[src/dsp_acc_defines.svh]
// Function
// RL1 - 40-bit sign-extending adder/subtracter; accumulator A or B is source and destination.
// RL2 - Add and load operations may scale the operand through the barrel shifter.
// RL3 - Add uses true data, carry high; subtract complements, borrow low; zero side.
// RL4 - Guard overflow flag set when bits 32..39 differ, cleared otherwise, every operation; here only add, subtract and load update it.
// RL5 - Combined status: OR of guard overflow flags, OR of sticky flags.
// RL6 - Guard overflow with that accumulator's trap enable requests arithmetic warning trap.
// RL7 - Sticky flags are set by hardware, cleared only by software write.
// RL8 - Saturation off: sticky records bit 39 overflow; catastrophic trap enable requests trap.
// RL9 - 40-bit mode: bit 39 overflow loads max positive or negative 9.31, sets sticky.
// RL10 - 32-bit mode: bit 31 overflow loads max 1.31 value, sets sticky, no guard flags.
// RL11 - Catastrophic mode: no saturation, accumulator wraps, sticky from bit 39 overflow.
// RL12 - Saturation decided from adder result, overflow status, enables and width select.
// RL13 - Width select set means 40-bit saturation, clear means 32-bit saturation.
// RL14 - Multiply-accumulate write-back of rounded high word of the other accumulator.
// RL15 - Write-back targets pointer register or memory it points to, then pointer plus 2.
// RL16 - Round mode select picks conventional or convergent; no rounding means truncation.
// RL17 - Conventional: increment high word when low word is 0x8000 to 0xffff.
// RL18 - Convergent: low word exactly 0x8000 increments only when bit 16 is one.
// RL19 - Store writes truncated, rounded store writes rounded; write-back always rounded; saturated.
// RL20 - Data write saturation clamps above 0x007fff to 0x7fff, below 0xff8000 to 0x8000.
// RL21 - Data write saturation off passes the store value unmodified.
// RL22 - One-cycle shift by signed amount up to 16: positive right, negative left; the 5-bit amount here allows right shifts of 15 at most.
// RL23 - Shifter takes accumulator or X bus; X bus at bits 16..31 right, 0..15 left.
`ifndef DSP_ACC_DEFINES_SVH
`define DSP_ACC_DEFINES_SVH
`define ACC_W 40
`define GUARD_LSB 32
`define SAT40_POS 40'h7fffffffff
`define SAT40_NEG 40'h8000000000
`define SAT32_POS 40'h007fffffff
`define SAT32_NEG 40'hff80000000
`define DW_POS 16'h7fff
`define DW_NEG 16'h8000
`define ROUND_HALF 16'h8000
`define PTR_STEP 16'h0002
`define SHIFT_MAX 5'sd16
`endif

[src/dsp_acc_pkg.sv]
`default_nettype none
package dsp_acc_pkg;
    typedef enum logic [2:0] {
        OP_NONE, OP_ADD, OP_SUB, OP_LOAD, OP_SHIFT, OP_CLEAR
    } acc_op_type;
    typedef enum logic [1:0] {
        WB_NONE, WB_DIRECT, WB_INDIRECT
    } wb_mode_type;
    typedef enum logic [1:0] {
        ST_NONE, ST_TRUNC, ST_ROUND
    } store_type;
    typedef struct packed {
        logic acc_a_clip_enable;
        logic acc_b_clip_enable;
        logic data_write_clip_enable;
        logic clip_width_select;
        logic round_mode_select;
    } core_control_type;
    typedef struct packed {
        logic acc_a_overflow_trap_enable;
        logic acc_b_overflow_trap_enable;
        logic catastrophic_overflow_trap_enable;
    } trap_enable_type;
    typedef struct packed {
        logic acc_a_guard_overflow;
        logic acc_b_guard_overflow;
        logic acc_a_clip_sticky;
        logic acc_b_clip_sticky;
        logic any_guard_overflow;
        logic any_clip_sticky;
    } dsp_status_type;
endpackage
`default_nettype wire

[src/dsp_round_clip.sv]
`include "dsp_acc_defines.svh"
`default_nettype none
module dsp_round_clip
    import dsp_acc_pkg::*;
(
    input wire logic [39:0] i_acc,
    input wire logic i_round,
    input wire logic i_convergent,
    input wire logic i_clip_en,
    output logic [15:0] o_word
);
    wire [15:0] low = i_acc[15:0];
    wire half_up = (low > `ROUND_HALF) ||
        (low == `ROUND_HALF && (!i_convergent || i_acc[16])); // [RL17] [RL18]
    wire inc = i_round && half_up; // [RL16]
    // Round into 24 bits so the clip sees carry into the sign
    wire [23:0] rounded = i_acc[39:16] + {23'h000000, inc};
    wire neg = i_acc[39];
    // Bit 39 decides the side; the rounded value decides the range
    wire too_big = !neg && (rounded[23:15] != 9'h000);
    wire too_small = neg && (rounded[23:15] != 9'h1ff);
    assign o_word = !i_clip_en ? rounded[15:0] : // [RL21]
        too_big ? `DW_POS : too_small ? `DW_NEG : rounded[15:0]; // [RL20]
endmodule
`default_nettype wire

[src/dsp_barrel_shift.sv]
`include "dsp_acc_defines.svh"
`default_nettype none
module dsp_barrel_shift
    import dsp_acc_pkg::*;
(
    input wire logic [39:0] i_data,
    input wire logic signed [4:0] i_amount,
    input wire logic i_arith,
    output logic [39:0] o_data
);
    wire [4:0] mag = i_amount[4] ? 5'(-i_amount) : i_amount;
    wire fill = i_arith & i_data[39];
    wire [79:0] ext = {{40{fill}}, i_data};
    wire [79:0] rsh = ext >> mag;
    // Width of the amount bounds the shift to 16
    assign o_data = (i_amount == 5'sd0) ? i_data :
        i_amount[4] ? (i_data << mag) : rsh[39:0]; // [RL22]
endmodule
`default_nettype wire

[src/dsp_accumulator_datapath.sv]
`include "dsp_acc_defines.svh"
`default_nettype none
module dsp_accumulator_datapath
    import dsp_acc_pkg::*;
(
    input wire logic i_clk_sys,
    input wire logic i_nrst,
    input wire acc_op_type i_op,
    input wire logic i_target_b,
    input wire logic [39:0] i_operand,
    input wire logic i_operand_from_acc,
    input wire logic [15:0] i_xbus_data,
    input wire logic i_src_xbus,
    input wire logic i_scale,
    input wire logic signed [4:0] i_shift_amount,
    input wire logic i_shift_arith,
    input wire logic i_carry_in,
    input wire logic i_zero_acc_side,
    input wire store_type i_store,
    input wire wb_mode_type i_writeback,
    input wire core_control_type i_core_control_reg,
    input wire trap_enable_type i_interrupt_control_reg1,
    input wire logic i_clear_sticky_a,
    input wire logic i_clear_sticky_b,
    input wire logic i_ptr_write,
    input wire logic [15:0] i_ptr_wdata,
    output logic [39:0] o_acc_a,
    output logic [39:0] o_acc_b,
    output dsp_status_type o_status,
    output logic o_arith_warning_trap,
    output logic o_xbus_write,
    output logic [15:0] o_xbus_addr,
    output logic [15:0] o_xbus_wdata,
    output logic [15:0] o_writeback_pointer_reg,
    output logic [15:0] o_shift_mcu_result
);
    logic [39:0] acc_a;
    logic [39:0] acc_b;
    logic guard_a;
    logic guard_b;
    logic sticky_a;
    logic sticky_b;
    logic [15:0] wb_ptr;

    wire is_add = (i_op == OP_ADD) || (i_op == OP_LOAD);
    wire is_sub = (i_op == OP_SUB);
    wire arith = is_add || is_sub;
    wire [39:0] acc_t = i_target_b ? acc_b : acc_a; // [RL1]
    wire [39:0] acc_nt = i_target_b ? acc_a : acc_b;

    // X bus word sits at 16..31 for right shifts, 0..15 for left
    wire [39:0] xbus_ext = i_shift_amount[4] ?
        {{24{i_xbus_data[15]}}, i_xbus_data} :
        {{8{i_shift_arith & i_xbus_data[15]}}, i_xbus_data,
        16'h0000}; // [RL23]
    // Logical right shifts must not pull sign bits down from the guard
    wire [39:0] shift_src = i_src_xbus ? xbus_ext :
        (i_operand_from_acc ? acc_nt : i_operand); // [RL23]
    // Five signed bits already bound the shift to 15 right and 16 left
    wire signed [4:0] amount = i_shift_amount;
    wire [39:0] shifted;

    dsp_barrel_shift shifter (
        .i_data(shift_src),
        .i_amount(amount),
        .i_arith(i_shift_arith),
        .o_data(shifted)
    );

    wire [39:0] plain = i_operand_from_acc ? acc_nt : i_operand;
    wire [39:0] operand = (i_scale && is_add) ? shifted : plain; // [RL2]
    // Load forces the accumulator side to zero
    wire zero_side = i_zero_acc_side || (i_op == OP_LOAD); // [RL3]
    wire [39:0] side_a = zero_side ? 40'h0000000000 : acc_t;
    wire [39:0] side_b = is_sub ? ~operand : operand; // [RL3]
    // Borrow is active low, so the raw bit goes straight in
    wire cin = i_carry_in; // [RL3]
    wire [40:0] sum_wide = {1'b0, side_a} + {1'b0, side_b} +
        {40'h0000000000, cin}; // [RL1]
    wire [39:0] sum = sum_wide[39:0];
    // Signed overflow out of bit 39
    wire ovf39 = (side_a[39] == side_b[39]) && (sum[39] != side_a[39]);
    wire guard_bad = (sum[39:31] != 9'h000) && (sum[39:31] != 9'h1ff);
    wire guard_diff = (sum[39:32] != 8'h00) && (sum[39:32] != 8'hff);

    wire clip_en = i_target_b ? i_core_control_reg.acc_b_clip_enable :
        i_core_control_reg.acc_a_clip_enable; // [RL12]
    wire wide = i_core_control_reg.clip_width_select; // [RL13]
    wire true_neg = ovf39 ? ~sum[39] : sum[39];
    // 32-bit mode also catches wrap past bit 39
    wire clip32 = clip_en && !wide && (guard_bad || ovf39); // [RL10]
    wire clip40 = clip_en && wide && ovf39; // [RL9]
    wire [39:0] clipped = clip40 ?
        (true_neg ? `SAT40_NEG : `SAT40_POS) :
        clip32 ? (true_neg ? `SAT32_NEG : `SAT32_POS) : sum; // [RL11]
    wire sticky_evt = clip40 || clip32 || (!clip_en && ovf39); // [RL8] [RL11]
    // Guard bits unused in 32-bit mode
    wire guard_evt = guard_diff && !clip32 && !(clip_en && !wide); // [RL4]

    wire [39:0] next_acc = (i_op == OP_CLEAR) ? 40'h0000000000 :
        (i_op == OP_SHIFT) ? shifted : clipped;
    wire write_acc = arith || (i_op == OP_SHIFT) || (i_op == OP_CLEAR);

    // Store uses target, write-back uses the other accumulator
    wire wb_on = (i_writeback != WB_NONE); // [RL14]
    wire [39:0] store_src = wb_on ? acc_nt : acc_t;
    wire do_round = wb_on || (i_store == ST_ROUND); // [RL19]
    wire [15:0] store_word;

    dsp_round_clip rounder (
        .i_acc(store_src),
        .i_round(do_round),
        .i_convergent(i_core_control_reg.round_mode_select),
        .i_clip_en(i_core_control_reg.data_write_clip_enable),
        .o_word(store_word)
    );

    wire mem_write = (i_store != ST_NONE) || (i_writeback == WB_INDIRECT);
    wire trap_ov = (guard_evt && (i_target_b ?
        i_interrupt_control_reg1.acc_b_overflow_trap_enable :
        i_interrupt_control_reg1.acc_a_overflow_trap_enable)) ||
        (!clip_en && ovf39 &&
        i_interrupt_control_reg1.catastrophic_overflow_trap_enable);

    always_ff @(posedge i_clk_sys or negedge i_nrst) begin
        if (!i_nrst) begin
            acc_a <= 40'h0000000000;
            acc_b <= 40'h0000000000;
        end else if (write_acc) begin
            if (i_target_b) begin
                acc_b <= next_acc; // [RL1]
            end else begin
                acc_a <= next_acc; // [RL1]
            end
        end
    end

    // Guard flags follow every adder pass of their accumulator
    always_ff @(posedge i_clk_sys or negedge i_nrst) begin
        if (!i_nrst) begin
            guard_a <= 1'b0;
            guard_b <= 1'b0;
        end else if (arith) begin
            if (i_target_b) begin
                guard_b <= guard_evt; // [RL4]
            end else begin
                guard_a <= guard_evt; // [RL4]
            end
        end
    end

    // Set beats a same-cycle software clear
    always_ff @(posedge i_clk_sys or negedge i_nrst) begin
        if (!i_nrst) begin
            sticky_a <= 1'b0;
            sticky_b <= 1'b0;
        end else begin
            sticky_a <= (arith && !i_target_b && sticky_evt) ||
                (sticky_a && !i_clear_sticky_a); // [RL7]
            sticky_b <= (arith && i_target_b && sticky_evt) ||
                (sticky_b && !i_clear_sticky_b); // [RL7]
        end
    end

    always_ff @(posedge i_clk_sys or negedge i_nrst) begin
        if (!i_nrst) begin
            o_status <= '0;
        end else begin
            o_status.acc_a_guard_overflow <= guard_a;
            o_status.acc_b_guard_overflow <= guard_b;
            o_status.acc_a_clip_sticky <= sticky_a;
            o_status.acc_b_clip_sticky <= sticky_b;
            o_status.any_guard_overflow <= guard_a || guard_b; // [RL5]
            o_status.any_clip_sticky <= sticky_a || sticky_b; // [RL5]
        end
    end

    always_ff @(posedge i_clk_sys or negedge i_nrst) begin
        if (!i_nrst) begin
            o_arith_warning_trap <= 1'b0;
        end else begin
            o_arith_warning_trap <= arith && trap_ov; // [RL6] [RL8]
        end
    end

    // Pointer: software load, direct write-back, post-increment
    always_ff @(posedge i_clk_sys or negedge i_nrst) begin
        if (!i_nrst) begin
            wb_ptr <= 16'h0000;
        end else if (i_writeback == WB_DIRECT) begin
            wb_ptr <= store_word; // [RL15]
        end else if (i_writeback == WB_INDIRECT) begin
            wb_ptr <= wb_ptr + `PTR_STEP; // [RL15]
        end else if (i_ptr_write) begin
            wb_ptr <= i_ptr_wdata;
        end
    end

    always_ff @(posedge i_clk_sys or negedge i_nrst) begin
        if (!i_nrst) begin
            o_xbus_write <= 1'b0;
            o_xbus_addr <= 16'h0000;
            o_xbus_wdata <= 16'h0000;
        end else begin
            o_xbus_write <= mem_write; // [RL19]
            o_xbus_addr <= wb_ptr; // [RL15]
            o_xbus_wdata <= store_word; // [RL19]
        end
    end

    always_ff @(posedge i_clk_sys or negedge i_nrst) begin
        if (!i_nrst) begin
            o_shift_mcu_result <= 16'h0000;
        end else begin
            o_shift_mcu_result <= i_shift_amount[4] ? shifted[15:0] :
                shifted[31:16]; // [RL23]
        end
    end

    assign o_acc_a = acc_a;
    assign o_acc_b = acc_b;
    assign o_writeback_pointer_reg = wb_ptr;
endmodule
`default_nettype wire

[config.mk]
export PLATFORM = sky130hd
export DESIGN_NAME = dsp_accumulator_datapath
export DESIGN_NICKNAME = d
export VERILOG_FILES = /design/src/dsp_acc_pkg.sv /design/src/dsp_round_clip.sv /design/src/dsp_barrel_shift.sv /design/src/dsp_accumulator_datapath.sv
export VERILOG_INCLUDE_DIRS = /design/src
export SDC_FILE = /design/constraint.sdc
export NUM_CORES = 1
export LEC_CHECK = 0
export BUFFER_PORTS_ARGS = -buffer_cell sky130_fd_sc_hd__buf_2
export CAP_MARGIN = 0
export CORE_MARGIN = 2
export CORE_UTILIZATION = 55
export CTS_BUF_LIST = sky130_fd_sc_hd__clkbuf_8
export CTS_CLUSTER_SIZE = 40
export DETAILED_ROUTE_END_ITERATION = 6
export PLACE_DENSITY = 0.81
export SYNTH_ARGS = -nofsm -noshare
export SYNTH_HDL_FRONTEND = slang
export SYNTH_SLANG_ARGS = --single-unit
[constraint.sdc]
create_clock -name i_clk_sys -period 13.2 [get_ports i_clk_sys]
set_clock_uncertainty 0.1 [all_clocks]
set_input_delay 0.66 -clock i_clk_sys [delete_from_list [all_inputs] [get_ports i_clk_sys]]
set_output_delay 0.66 -clock i_clk_sys [all_outputs]
set_load 0.05 [all_outputs]
==> results.sh <==
export IMPL_synth_avg_cell_area_sq_um=8.00
export IMPL_p_total_mw=4.18
export IMPL_ys_flop_type="dfrtp_1"
export IMPL_yosysUniqueCellTypes=92
export IMPL_layout_setup_ws_ns=2.76
export IMPL_setup_tns_ns=0
export IMPL_setup_viol=0
export IMPL_worstMarginPinSlew_ns=1.37
export IMPL_syn_cell_area_sq_mm=0.0184
export IMPL_hold_viol_final=0
export IMPL_critical_path_arrival_ns=10.70
export IMPL_clk_insertion_delay_late_ns=0.50
export IMPL_drtPass1Iterations=7
export IMPL_rows=67
export IMPL_end_kind="flop"
export IMPL_fin_util_pct=61.4
export IMPL_fin_crit_sh_pct=79.1
export IMPL_die_width_um=187
export IMPL_ctsResizeCount=0
export IMPL_cpPeakStageDelay_ns=0.96
export IMPL_cts_buffer_depth=2
export IMPL_gp_congestion=1.09
export IMPL_die_h_um=187
export IMPL_track_usage_pct=45.8
export IMPL_fin_cells=2903
export IMPL_place_inst=2869
export IMPL_synth_async_reset_ratio_pct=100
export IMPL_cts_buffers=17
export IMPL_placed_area_sq_mm=0.0200
export IMPL_grt_pass1_wl_mm=122
export IMPL_route_detailed_drc=0
export IMPL_period_needed_ns=10.44
export IMPL_slew_headroom_pct=7.44
export IMPL_report_final_slew_viol_count=0
export IMPL_die_area_sq_mm=0.0350
export IMPL_postCtsSetupRepairBufs=0
export IMPL_ys_seq_area_share_pct=21.2
export IMPL_cts_tree="yes"
export IMPL_rsz0062_at_grt="false"
export IMPL_critical_path_required_ns=13.46
export IMPL_vdd_drop_max_v=0.000159
export IMPL_numClockSinks=156
export IMPL_cp_slowest_cell="a211oi_2"
export IMPL_wirelength_mm=82.5
export IMPL_ys_warn_count=0
export IMPL_reg2reg_depth=26
export IMPL_fin_area_sq_mm=0.0204
export IMPL_worst_path_most_repeated_cell="o21ai_0"
export IMPL_grt_max_degree=97
export IMPL_h_tree_depth=4
export IMPL_synthCells=2301
export IMPL_powerDensity_mw_per_mm2=205
export IMPL_gr_total_overflow=0
export IMPL_cap_violations=0
export IMPL_reg2reg_slack_ns=3.52
export IMPL_hold_class="primary input to asynchronous set/reset pin"
export IMPL_cts_hold_buf=0
export IMPL_netlist_top_cells_area="dfrtp_1, mux2i_1, mux4_2"
export IMPL_vias_per_cell=7.20
export IMPL_max_freq_mhz=95.8
export IMPL_drtAntennaViolNets=0
export IMPL_synth_edf_count=0
export IMPL_grt_pass1_vias=19371
export IMPL_cts_root_buf="clkbuf_8"
export IMPL_reg2reg_from="o_acc_a[13]"
export IMPL_r2r_end="o_acc_a[26]"
export IMPL_critPathKind="primary input to flop"
export IMPL_start_util_pct=55.3
export IMPL_drive_gt1_share_pct=20.1
export IMPL_yosys_area_top_type_share_pct=21.2
export IMPL_fin_hold_ws_ns=0.162
export IMPL_status="finished clean"
export IMPL_core_area_sq_mm=0.0333
export IMPL_startpoint_type="primary input"
export IMPL_synth_nets=2450
export IMPL_crit_path_max_fanout=40
export IMPL_wl_per_cell_um=28.4
export IMPL_dp_slack_ns=2.67
export IMPL_synth_seq_cells=156
export IMPL_io_pins=256
export IMPL_drtIter0Drc=3361
export IMPL_area_growth_pct=10.9
export IMPL_io_buffers=255
export IMPL_cts_clk_slew_worst_paths_ns=0.10
export IMPL_num_vias=20898
export IMPL_hpwl_mm=63.6
export IMPL_layout_nets=2589
export IMPL_p_leak_nw=8.85
export IMPL_antenna_found_initial=1
export IMPL_synth_largest_area_cell="dfrtp_1"
cell type report:
cell class | count | area [sq um]
Antenna cell | 2 | 5.00
Tap cell | 448 | 561
Fill cell | 2963 | 12900
Clock buffer | 18 | 248
Timing Repair Buffer | 300 | 1620
Clock inverter | 14 | 221
Sequential cell | 156 | 3900
Inverter | 26 | 97.6
Multi-Input combinational cell | 1939 | 13800
layout by cell type, fill, tap and decap left out, types with 13 or more instances in the layout:
cell,Yosys,final
buf_4,2,46
nand2_1,257,257
o211ai_1,50,50
o22ai_1,13,13
a22oi_1,15,15
a221oi_1,21,21
nand3_1,35,35
nor2b_1,21,20
dfrtp_1,156,156
inv_1,24,24
ha_1,43,43
nor3_1,35,35
a21o_1,39,39
a211o_1,21,21
or3_1,15,15
clkbuf_8,0,18
and2_1,18,18
o21a_1,47,47
o31ai_1,18,18
xnor2_1,58,57
o21ai_0,169,169
mux2i_1,183,183
mux2_2,62,62
buf_2,14,253
nand2b_1,35,35
xor2_1,42,41
and3_1,24,22
nor2_1,226,226
a211oi_1,32,32
mux4_2,52,52
a21oi_1,160,160
a31oi_1,28,28
worst max-delay path by stage:
stage / end / cells past startpoint / start
after floorplan: o_acc_a[10] / 34 / i_shift_amount[0]
after global placement: o_acc_a[5] / 31 / i_shift_amount[0]
after CTS: o_acc_a[26] / 31 / i_shift_amount[0]
after global routing: o_acc_a[5] / 32 / i_shift_amount[0]
after detailed placement: o_acc_a[26] / 31 / i_shift_amount[0]
final: o_acc_a[26] / 31 / i_shift_amount[0]
kinds of logic (layout without fill, tap and decap cells):
group	after synthesis	after routing	share of synthesized area, %
AOI/OAI and AO/OA	758	758	27.7
and+or+nand+nor	732	732	18.2
muxes	300	300	20.3
buffers and inverters	206	358	4.46
DFF	156	156	21.2
xor gates and xnor gates	102	102	4.93
adders and majority gates	47	47	3.25
other	0	2	0
where the power goes:
part           total (mW)  switching (mW)  internal, mW
Combinational        2.84            1.97         0.874
Sequential          0.905           0.258         0.647
Clock               0.435           0.231         0.204
critical path: cells and delay by family:
| kind | cells | cell delay (ns) |
|---|---|---|
| mux | 3 | 0.68 |
| simple gates | 6 | 1.76 |
| buf+inv | 5 | 1.01 |
| xor+xnor | 1 | 0.30 |
| compound gates | 13 | 5.13 |
| fa+ha+maj | 3 | 1.05 |
routing by layer:
layer  GRT usage [%]  routed length, um  vias to the layer above  share of wire (%)
li1                -                  -                     8907                  -
met1            58.3              30200                     9931                 37
met2            70.6              36100                     1694                 44
met3            9.40               9630                      364                 12
met4            30.1               6550                        2                7.9
met5               0                  8                        -             0.0097
Yosys cell counts, types with 35 or more instances:
cell	number
nand2_1	257
mux4_2	52
nor2_1	226
mux2_2	62
dfrtp_1	156
xor2_1	42
ha_1	43
clkbuf_1	145
o211ai_1	50
nand3_1	35
o21ai_0	169
mux2i_1	183
a21oi_1	160
nor3_1	35
nand2b_1	35
a21o_1	39
xnor2_1	58
o21a_1	47
Note: power is estimated with default switching activity, not from simulation.
